==> src/include/cfsc_pkg.sv <==
// package: constants and types for the clock fan-out serial control port
package cfsc_pkg;
	// ----------------------------------------
	// bus addressing
	// ----------------------------------------
	localparam logic [6:0] TARGET_ADDR = 7'h69;
	localparam logic [7:0] ADDR_WRITE_BYTE = 8'hd2;
	localparam logic [7:0] ADDR_READ_BYTE = 8'hd3;
	// ----------------------------------------
	// register map
	// ----------------------------------------
	localparam int NUM_REGS = 7;
	localparam logic [7:0] OFS_OUTPUT_ENABLE_CTRL = 8'h00;
	localparam logic [7:0] OFS_SPARE_CTRL_A = 8'h01;
	localparam logic [7:0] OFS_SPARE_CTRL_E = 8'h05;
	localparam logic [7:0] OFS_IDENTIFICATION = 8'h06;
	localparam int OE_OUT5_BIT = 3;
	localparam int OE_OUT8_BIT = 0;
	localparam logic [3:0] OE_RESET = 4'hf;
	localparam logic [7:0] SPARE_RESET = 8'h00;
	localparam int SILICON_REV_LSB = 4;
	localparam int MAKER_CODE_LSB = 0;
	// ----------------------------------------
	// link states and carriers
	// ----------------------------------------
	typedef enum logic [2:0] {
		ST_IDLE, ST_ADDR, ST_ADDR_ACK, ST_WRX, ST_WRX_ACK, ST_RDX, ST_RDX_ACK
	} cfsc_state_t;
	typedef enum logic [1:0] {PH_OFFSET, PH_COUNT, PH_DATA} cfsc_phase_t;
	typedef struct packed {
		logic [7:0] silicon_rev_field;
		logic [7:0] maker_code_field;
	} cfsc_ident_t;
endpackage

==> src/hw/cfsc_target.sv <==
// file: two-wire target port and register file of the clock fan-out device
`timescale 1ns/1ps
// Contract
// The block only answers as a target at one 7-bit address and only does block writes and reads.
// The address byte is seven address bits and a direction bit, d2 to write and d3 to read.
// The first byte after the write address sets the 8-bit register offset pointer.
// Offset 0 bits 3..0 enable outputs five to eight, power up as 1, bits 7..4 are plain storage.
// Offsets 1 to 5 store written bytes and affect nothing.
// Offset 6 reads a fixed revision nibble above a fixed maker nibble.
// A count byte follows the offset, then consecutive registers are written or read, each acked.
// The host reads by a repeated start with the read address, acks bytes, then nacks and stops.
// A disabled clock output is left undriven instead of driven.
module cfsc_target #(
	parameter logic [3:0] SILICON_REV = 4'h0, // arbitrary value
	parameter logic [3:0] MAKER_CODE = 4'h5 // arbitrary value
) (
	input wire logic core_clk,
	input wire logic arst_n,
	input wire logic clk_en,
	input wire logic scl_in,
	input wire logic sda_in,
	output logic sda_out,
	output logic sda_oe,
	input wire logic [3:0] out_clk_src,
	output logic [3:0] out_clk,
	output logic [3:0] out_clk_oe
);
	// ----------------------------------------
	// pin synchronisers and edge detection
	// ----------------------------------------
	logic [1:0] scl_sync_q, scl_sync_d, sda_sync_q, sda_sync_d;
	logic scl_q, sda_q, scl_d, sda_d;
	logic scl_rise, scl_fall, start_ev, stop_ev;
	always_comb begin
		scl_sync_d = {scl_sync_q[0], scl_in};
		sda_sync_d = {sda_sync_q[0], sda_in};
		scl_d = scl_sync_q[1];
		sda_d = sda_sync_q[1];
	end
	always_ff @(posedge core_clk or negedge arst_n) begin
		if (!arst_n) begin
			scl_sync_q <= 2'h3;
			sda_sync_q <= 2'h3;
			scl_q <= 1'b1;
			sda_q <= 1'b1;
		end else if (clk_en) begin
			scl_sync_q <= scl_sync_d;
			sda_sync_q <= sda_sync_d;
			scl_q <= scl_d;
			sda_q <= sda_d;
		end
	end
	assign scl_rise = scl_d && !scl_q;
	assign scl_fall = !scl_d && scl_q;
	// start and stop are data edges while the clock stays high
	assign start_ev = scl_d && scl_q && sda_q && !sda_d;
	assign stop_ev = scl_d && scl_q && !sda_q && sda_d;

	// ----------------------------------------
	// byte engine and register file
	// ----------------------------------------
	cfsc_pkg::cfsc_state_t st_q, st_d;
	cfsc_pkg::cfsc_phase_t ph_q, ph_d;
	logic [7:0] shift_q, shift_d, ptr_q, ptr_d, cnt_q, cnt_d;
	logic [2:0] bit_q, bit_d;
	logic rw_q, rw_d, sda_oe_q, sda_oe_d, nack_q, nack_d, done_q, done_d;
	logic [7:0] regs_q [cfsc_pkg::NUM_REGS];
	logic [7:0] regs_d [cfsc_pkg::NUM_REGS];
	logic [7:0] rd_byte;
	cfsc_pkg::cfsc_ident_t ident;

	// read mux: the identification byte ignores stored writes
	function automatic logic [7:0] reg_read(input logic [7:0] ofs,
		input logic [7:0] file [cfsc_pkg::NUM_REGS], input logic [7:0] idb);
		logic [7:0] r;
		r = 8'h00;
		if (ofs == cfsc_pkg::OFS_IDENTIFICATION) begin
			r = idb;
		end else if (ofs < cfsc_pkg::OFS_IDENTIFICATION) begin
			r = file[ofs[2:0]];
		end
		return r;
	endfunction

	always_comb begin
		// fixed identity nibbles
		ident.silicon_rev_field = 8'({SILICON_REV, 4'h0});
		ident.maker_code_field = 8'({4'h0, MAKER_CODE});
	end
	assign rd_byte = reg_read(ptr_q, regs_q,
		ident.silicon_rev_field | ident.maker_code_field);

	always_comb begin
		st_d = st_q;
		ph_d = ph_q;
		shift_d = shift_q;
		ptr_d = ptr_q;
		cnt_d = cnt_q;
		bit_d = bit_q;
		rw_d = rw_q;
		sda_oe_d = sda_oe_q;
		nack_d = nack_q;
		done_d = done_q;
		regs_d = regs_q;
		if (stop_ev) begin
			st_d = cfsc_pkg::ST_IDLE;
			sda_oe_d = 1'b0;
		end else if (start_ev) begin
			// a repeated start keeps the pointer for the read that follows
			st_d = cfsc_pkg::ST_ADDR;
			bit_d = 3'h7;
			sda_oe_d = 1'b0;
			done_d = 1'b0;
		end else begin
			unique case (st_q)
			cfsc_pkg::ST_IDLE: begin
			end
			cfsc_pkg::ST_ADDR, cfsc_pkg::ST_WRX: begin
				if (scl_rise) begin
					shift_d = {shift_q[6:0], sda_d};
					bit_d = bit_q - 3'h1;
					// the first fall after a start comes before any bit, so count rises
					done_d = (bit_q == 3'h0);
				end
				if (scl_fall && done_q && st_q == cfsc_pkg::ST_ADDR) begin
					// only our seven address bits are acknowledged
					if (shift_q[7:1] == cfsc_pkg::TARGET_ADDR) begin
						rw_d = shift_q[0];
						sda_oe_d = 1'b1;
						st_d = cfsc_pkg::ST_ADDR_ACK;
						if (!shift_q[0]) begin
							ph_d = cfsc_pkg::PH_OFFSET;
						end
					end else begin
						st_d = cfsc_pkg::ST_IDLE;
					end
				end else if (scl_fall && done_q && st_q == cfsc_pkg::ST_WRX) begin
					sda_oe_d = 1'b1;
					st_d = cfsc_pkg::ST_WRX_ACK;
					unique case (ph_q)
					// offset pointer
					cfsc_pkg::PH_OFFSET: begin
						ptr_d = shift_q;
						ph_d = cfsc_pkg::PH_COUNT;
					end
					// count, then consecutive register data
					cfsc_pkg::PH_COUNT: begin
						cnt_d = shift_q;
						ph_d = cfsc_pkg::PH_DATA;
					end
					cfsc_pkg::PH_DATA: begin
						// offsets 0..5 store; offset 6 is fixed
						if (ptr_q < cfsc_pkg::OFS_IDENTIFICATION) begin
							regs_d[ptr_q[2:0]] = shift_q;
						end
						ptr_d = ptr_q + 8'h01;
						cnt_d = cnt_q - 8'h01;
					end
					default: begin
					end
					endcase
				end
			end
			cfsc_pkg::ST_ADDR_ACK, cfsc_pkg::ST_WRX_ACK: begin
				if (scl_fall) begin
					bit_d = 3'h7;
					done_d = 1'b0;
					if (rw_q) begin
						st_d = cfsc_pkg::ST_RDX;
						shift_d = rd_byte;
						sda_oe_d = !rd_byte[7];
					end else begin
						st_d = cfsc_pkg::ST_WRX;
						sda_oe_d = 1'b0;
					end
				end
			end
			cfsc_pkg::ST_RDX: begin
				if (scl_fall) begin
					if (bit_q == 3'h0) begin
						sda_oe_d = 1'b0;
						st_d = cfsc_pkg::ST_RDX_ACK;
						ptr_d = ptr_q + 8'h01;
					end else begin
						shift_d = {shift_q[6:0], 1'b0};
						sda_oe_d = !shift_q[6];
						bit_d = bit_q - 3'h1;
					end
				end
			end
			cfsc_pkg::ST_RDX_ACK: begin
				if (scl_rise) begin
					nack_d = sda_d;
				end
				if (scl_fall) begin
					// host nack ends the read; stop follows
					if (nack_q) begin
						st_d = cfsc_pkg::ST_IDLE;
					end else begin
						st_d = cfsc_pkg::ST_RDX;
						bit_d = 3'h7;
						shift_d = rd_byte;
						sda_oe_d = !rd_byte[7];
					end
				end
			end
			default: begin
				st_d = cfsc_pkg::ST_IDLE;
			end
			endcase
		end
	end

	always_ff @(posedge core_clk or negedge arst_n) begin
		if (!arst_n) begin
			st_q <= cfsc_pkg::ST_IDLE;
			ph_q <= cfsc_pkg::PH_OFFSET;
			shift_q <= 8'h00;
			ptr_q <= 8'h00;
			cnt_q <= 8'h00;
			bit_q <= 3'h7;
			rw_q <= 1'b0;
			sda_oe_q <= 1'b0;
			nack_q <= 1'b0;
			done_q <= 1'b0;
			for (int i = 0; i < cfsc_pkg::NUM_REGS; i++) begin
				regs_q[i] <= cfsc_pkg::SPARE_RESET;
			end
			// outputs enabled at power up
			regs_q[0] <= {4'h0, cfsc_pkg::OE_RESET};
		end else if (clk_en) begin
			st_q <= st_d;
			ph_q <= ph_d;
			shift_q <= shift_d;
			ptr_q <= ptr_d;
			cnt_q <= cnt_d;
			bit_q <= bit_d;
			rw_q <= rw_d;
			sda_oe_q <= sda_oe_d;
			nack_q <= nack_d;
			done_q <= done_d;
			regs_q <= regs_d;
		end
	end

	// ----------------------------------------
	// pins
	// ----------------------------------------
	// open drain: only ever pulls low
	assign sda_out = 1'b0;
	assign sda_oe = sda_oe_q;
	// disabled outputs float; the pad adds the weak pull-down
	assign out_clk_oe = regs_q[0][cfsc_pkg::OE_OUT5_BIT:cfsc_pkg::OE_OUT8_BIT];
	assign out_clk = out_clk_src & out_clk_oe;
endmodule

==> config.mk <==
export PLATFORM = sky130hd
export DESIGN_NAME = cfsc_target
export DESIGN_NICKNAME = d
export VERILOG_FILES = /design/src/include/cfsc_pkg.sv /design/src/hw/cfsc_target.sv
export SDC_FILE = /design/constraint.sdc
export NUM_CORES = 1
export LEC_CHECK = 0
export ABC_CLOCK_PERIOD_IN_PS = 3100
export BUFFER_PORTS_ARGS = -buffer_cell sky130_fd_sc_hd__buf_4
export CORE_MARGIN = 8
export CORE_UTILIZATION = 60
export CTS_BUF_LIST = sky130_fd_sc_hd__clkbuf_4
export CTS_CLUSTER_SIZE = 16
export DETAILED_ROUTE_END_ITERATION = 8
export PLACE_DENSITY = 0.78
export SLEW_MARGIN = 0
export SYNTH_ARGS = -nofsm -noshare
export SYNTH_HDL_FRONTEND = slang
export SYNTH_SLANG_ARGS = --single-unit
==> constraint.sdc <==
create_clock -name core_clk -period 3.1 [get_ports core_clk]
set_clock_uncertainty 0.05 [all_clocks]
set_input_delay 0.31 -clock core_clk [delete_from_list [all_inputs] [get_ports core_clk]]
set_output_delay 0.31 -clock core_clk [all_outputs]
set_load 0.01 [all_outputs]
### After elaboration in Yosys (flattened, before gate mapping)

Index checks and enable logic that the tools add are counted.

* magnitude comparators: 3
* muxes and demuxes: 63
* add/sub/neg operators: 2
* bitwise gates (word level): 5
* equality and inequality tests: 37
* reduce and logical (&&, ||, !) cells: 39

Operator list (number)
* 8-bit two-way mux: 16
* 56-bit bitwise mux: 1
* 3-bit two-way mux: 17
* 8-bit one-hot mux with 2 select lines: 2
* 8-bit one-hot mux with 4 select lines: 1
* 8-bit binary-select mux with 3-bit select: 1
* 8-bit demux with 3-bit select: 1
* 8-bit AND reduction: 3
* 2-bit inequality test (second input constant): 11
* 3-bit inequality test (second input constant): 7
* 4-bit inequality test (second input constant): 5
* 9-bit AND reduction: 2
* 3-bit one-hot mux with 5 select lines: 1
* 1-bit two-way mux: 14
* 3-bit one-hot mux with 4 select lines: 1
* 1-bit logical AND: 11
* 11-bit AND reduction: 1
* 2-bit two-way mux: 5
* 5-bit inequality test (second input constant): 2
* 5-bit AND reduction: 2
* 3-bit equality test (second input constant): 3
* 8-bit by 1-bit adder with 8-bit output (second input constant): 1
* 8-bit by 3-bit equality test with 1-bit output (second input constant): 1
* 8-bit by 3-bit less-than comparator with 1-bit output (second input constant): 1
* other kinds (27): 39

* output and inout bits: 10
* bits of input ports: 9
* bits in registers: 90

### Depth between registers and ports, before layout

* depth in word-level cells: 12
* depth in mapped cells: 8
* depth with buffers taken out: 7

### Least setup slack after synthesis

Ideal clock, no wire load.

* path kind: register -> register
* start point: register sda_sync_q[1]
* end point: register regs_q[33] (netlist bit)
* setup time: 0.125 ns
* data arrival time: 1.926 ns
* setup slack: 0.999 ns
* cell stages (with the launch flop): 6
* buffers on the path: 1
* path through: dfstp_2 -> xnor2_1 -> o2111ai_4 -> or4_4 -> buf_6 -> mux2_4

* word-level cells in the longest chain between the ends: 4

Ends and longest elaborated chain
* start, declared: line cfsc_target.sv:31 `logic [1:0] scl_sync_q, scl_sync_d, sda_sync_q, sda_sync_d;`
* start signal, assigned: line cfsc_target.sv:48 `sda_sync_q <= sda_sync_d;`
* 1-bit logical NOT: line cfsc_target.sv:56 `assign start_ev = scl_d && scl_q && sda_q && !sda_d;`
* 1-bit logical AND: line cfsc_target.sv:56
* 1-bit inverter (no source line)
* 8-bit AND reduction (no source line) (*)
* end signal, assigned by index: line cfsc_target.sv:227 `regs_q[i] <= cfsc_pkg::SPARE_RESET;`
* end signal, assigned: line cfsc_target.sv:242 `regs_q <= regs_d;`
* end, declared: line cfsc_target.sv:67 `logic [7:0] regs_q [cfsc_pkg::NUM_REGS];`

Mark *: on every way between the ends. The rest lies on a longest branch, timed or not.
A chain may end at the register's enable or synchronous reset.

### Worst setup path in the final report

* start point: register sda_sync_q[1]
* end point: register ptr_q[1]

* word-level cells in the longest chain between the ends: 4

Ends and longest elaborated chain
* 1-bit logical NOT: line cfsc_target.sv:56
* 1-bit logical AND: line cfsc_target.sv:56
* 1-bit inverter (no source line)
* 9-bit AND reduction (no source line) (*)
* end signal, assigned: line cfsc_target.sv:235 `ptr_q <= ptr_d;`
* end, declared: line cfsc_target.sv:64 `logic [7:0] shift_q, shift_d, ptr_q, ptr_d, cnt_q, cnt_d;`

Marks and branches as above.

==> metrics.csv <==
stage,metric,value,unit
clock_tree,"Gates resized, CTS repair",0,
floorplanning,num rows,32,
sta,Slew Limit Fails,0,
synthesis,Post-synth top flop,dfrtp_1,
sta,RSZ-0062 raised after global routing,no,
route,Final ANT Viol Nets,0,
clock_tree,clock sinks,82,
floorplanning,io pins,19,
sta,Slew HR,32.2,%
clock_tree,CTS hold repair buffers,0,
critical_path,Worst Path Required,3.39,ns
cells_and_area,layout cells sized above 1,31.1,%
route,DRC Markers,0,
critical_path,Crit Path Class,reg -> reg,
synthesis,Mapped Avg Cell Area,10.8,um^2
place,Port Buf Inserts,17,
cells_and_area,Syn-to-layout area delta,6.25,%
synthesis,Unique masters post-synth,75,
clock_tree,"Reg clk slew, reported paths",0.14,ns
critical_path,r2r setup slk,0.61,ns
critical_path,FF-to-FF Start,sda_sync_q[1],
synthesis,synthesized area,4730,um^2
sta,setup TNS,0,ns
floorplanning,CORE AREA,7690,um^2
global_routing,initial antenna violation count,0,
sta,final setup vio count,0,
status,status,"complete, but fails checks",
route,DR WL/cell,19.8,um
critical_path,slowest CP cell,dfstp_2,
floorplanning,Initial Util,61.5,%
synthesis,Mapped Nets,449,
sta,final hold violations,11,
sta,worst-margin pin slew,1.02,ns
power,maximum vdd drop,0.358,mV
critical_path,crit-path max cell delay,0.61,ns
place,Placement Setup Slack,0.684,ns
clock_tree,CTS Root Buffer Type,clkbuf_4,
power,leakage power,2.29,nW
critical_path,CP startpoint kind,flop,
global_routing,vias in the first global route,3560,
sta,WHS,-0.0309,ns
synthesis,Syn. warnings,0,
critical_path,CP max FO,9,
critical_path,type of destination of the critical path,flop,
critical_path,R2R cell count,5,
place,Post-DP Area,4850,um^2
clock_tree,CTS max path bufs,2,
route,Pre-antenna DRT Iters,7,
critical_path,reg-to-reg endpoint,ptr_q[1],
run,max_cap viols,0,
route,Vias/cell,6.40,
sta,final period utilization,80.3,%
synthesis,"Seq/Total Area, Yosys",43.8,%
route,DR vias,3469,
route,DRT Wirelength,10700,um
critical_path,"Arr. time, crit path",2.78,ns
synthesis,Mapped Cells,436,
clock_tree,CTS H-tree lvls,3,
global_routing,GRT Util Overall,20.2,%
status,failing checks,negative hold slack,
sta,fmax,402,MHz
synthesis,"FF+latch count, synth",82,
cells_and_area,nets@finish,448,
cells_and_area,post-route cell area,5020,um^2
sta,Period minus WS final,2.49,ns
critical_path,Buffers & Inverters on Critical Path,0,
synthesis,"top cells by area, synth","dfrtp_1 37%, mux2_2 13%, dfstp_2 7.2%, mux2_4 4.4%, o21ai_0 3.0%",
synthesis,cell accounting for the most synthesized area,dfrtp_1,
clock_tree,CTS tree,done,
place,DP HPWL,7190,um
critical_path,Worst Setup SP,sda_sync_q[1],
synthesis,number of synthesized flops with an enable pin,0,
global_routing,GRT overflow,0,
floorplanning,Die ar.,11000,um^2
place,gpl congestion,0.878,
route,Iteration-0 DRC Markers,246,
power,total power draw,0.00219,W
cells_and_area,diode count,0,
min_path,worst hold path class,in -> async,
critical_path,family with the most delay on the worst path,simple AND/OR/NAND/NOR gates,
synthesis,Post-synth ARST share,100,%
synthesis,Yosys top cell area share,36.5,%
critical_path,cell breakdown of the critical path,xnor2_1 > o21ai_1 > nor3b_2 > and2_1 > mux2_2,
clock_tree,"Setup Fix Bufs, Post-CTS",0,
floorplanning,Die Ht,105,um
global_routing,first-pass GRT wire length,17900,um
global_routing,largest net degree at the start of global routing,83,
sta,setup slack after layout,0.611,ns
power,Pwr Density,436,nW/um^2
clock_tree,CTS Buf Count,9,
floorplanning,DIE WIDTH,105,um
clock_tree,clk_lat worst skew,0.44,ns
-- cell usage after synthesis, drive strengths merged, types with 3 or more instances --
master / number
o21bai: 3
nor4: 4
nand4: 3
o2bb2ai: 3
mux2i: 8
dfrtp: 69
nor2b: 4
nand2: 25
o22ai: 12
and2: 6
o32ai: 3
nand3: 7
o21ai: 29
nor3b: 3
a21oi: 22
clkbuf: 14
nand2b: 8
a31oi: 8
mux2: 70
inv: 10
ha: 4
or3: 4
nor3: 10
dfstp: 13
nor2: 17
buf: 23
a22o: 7
xnor2: 3
-- registers in the layout, summed over array words and instances (netlist names) --
| name | count |
|---|---|
| rw_q | 1 |
| sda_q | 1 |
| bit_q | 3 |
| out_clk_oe | 4 |
| st_q | 3 |
| scl_q | 1 |
| done_q | 1 |
| ptr_q | 8 |
| regs_q | 44 |
| sda_oe | 1 |
| sda_sync_q | 2 |
| scl_sync_q | 2 |
| shift_q | 8 |
| nack_q | 1 |
| ph_q | 2 |
-- power by group --
group / switching (W) / internal (W) / total, W / leakage (nW)
registers: 0.0000579 / 0.00112 / 0.00118 / 1.09
logic: 0.000155 / 0.0000988 / 0.000254 / 1.10
clock network: 0.000406 / 0.000349 / 0.000755 / 0.0906
-- kinds of logic (layout without fill, tap and decap cells) --
group	after synthesis	after routing	share of synthesized area, %
AO/OA/AOI/OAI	112	112	16.2
AND/OR/NAND/NOR	106	106	12.9
flip-flops	82	82	43.8
multiplexers	80	80	20.4
buffers and inverters	48	52	4.98
adder cells (fa/ha/maj)	4	4	1.06
XOR/XNOR	3	3	0.556
other	1	1	0.0794
-- layout make-up --
cell class | count | area, um^2
Timing Repair Buffer | 25 | 188
Clock buffer | 10 | 75.1
Fill cell | 590 | 2670
Sequential cell | 82 | 2070
Multi-Input combinational cell | 306 | 2420
Tap cell | 102 | 128
Clock inverter | 6 | 98.8
Inverter | 11 | 41.3
-- metrics by stage --
stage | instances | util [%]
after detailed placement | 526 | 63.1
final | 542 | 65.3
after CTS | 542 | 65.3
after global placement | 526 | 63.1
after floorplan | 436 | -
after global routing | 542 | 65.3
-- worst reg2reg max path, delay by kind of cell, from the launching register on --
family | cells | cell delay, ns
multiplexers | 1 | 0.37
XOR/XNOR | 1 | 0.25
AND/OR/NAND/NOR | 2 | 0.89
AO/OA/AOI/OAI | 1 | 0.22
flip-flops | 1 | 0.61
-- worst max path at each step --
stage | end | slack (ns) | depth (start not counted)
2_1_floorplan | regs_q[33] | 1.0 | 5
3_3_place_gp | ptr_q[1] | 0.76 | 5
3_5_place_dp | ptr_q[1] | 0.68 | 5
4_1_cts | ptr_q[1] | 0.65 | 5
5_1_grt | shift_q[6] | 0.47 | 6
6_report | ptr_q[1] | 0.61 | 5
-- metal layers --
layer / up-vias / track usage, % / wire length [um] / share of wire [%]
met3: 19 / 3.01 / 461 / 4.3
met2: 97 / 34.3 / 5460 / 51
met5: - / 0 / 0 / 0
met1: 1746 / 24.7 / 4590 / 43
li1: 1607 / - / - / -
met4: 0 / 9.28 / 207 / 1.9
-- cell usage in the layout, fill, tap and decap left out, types with 6 or more instances in the layout --
cell type / instances
dfrtp_1: 69
mux2_2: 56
o21ai_0: 28
nand2_1: 25
buf_4: 25
a21oi_1: 22
nor2_1: 17
mux2_4: 14
dfstp_2: 13
o22ai_1: 12
inv_1: 10
clkbuf_4: 10
nor3_1: 9
nand2b_1: 8
mux2i_1: 8
a31oi_1: 8
nand3_1: 7
a22o_1: 7
and2_1: 6
Power figures use the tool's default switching activity.
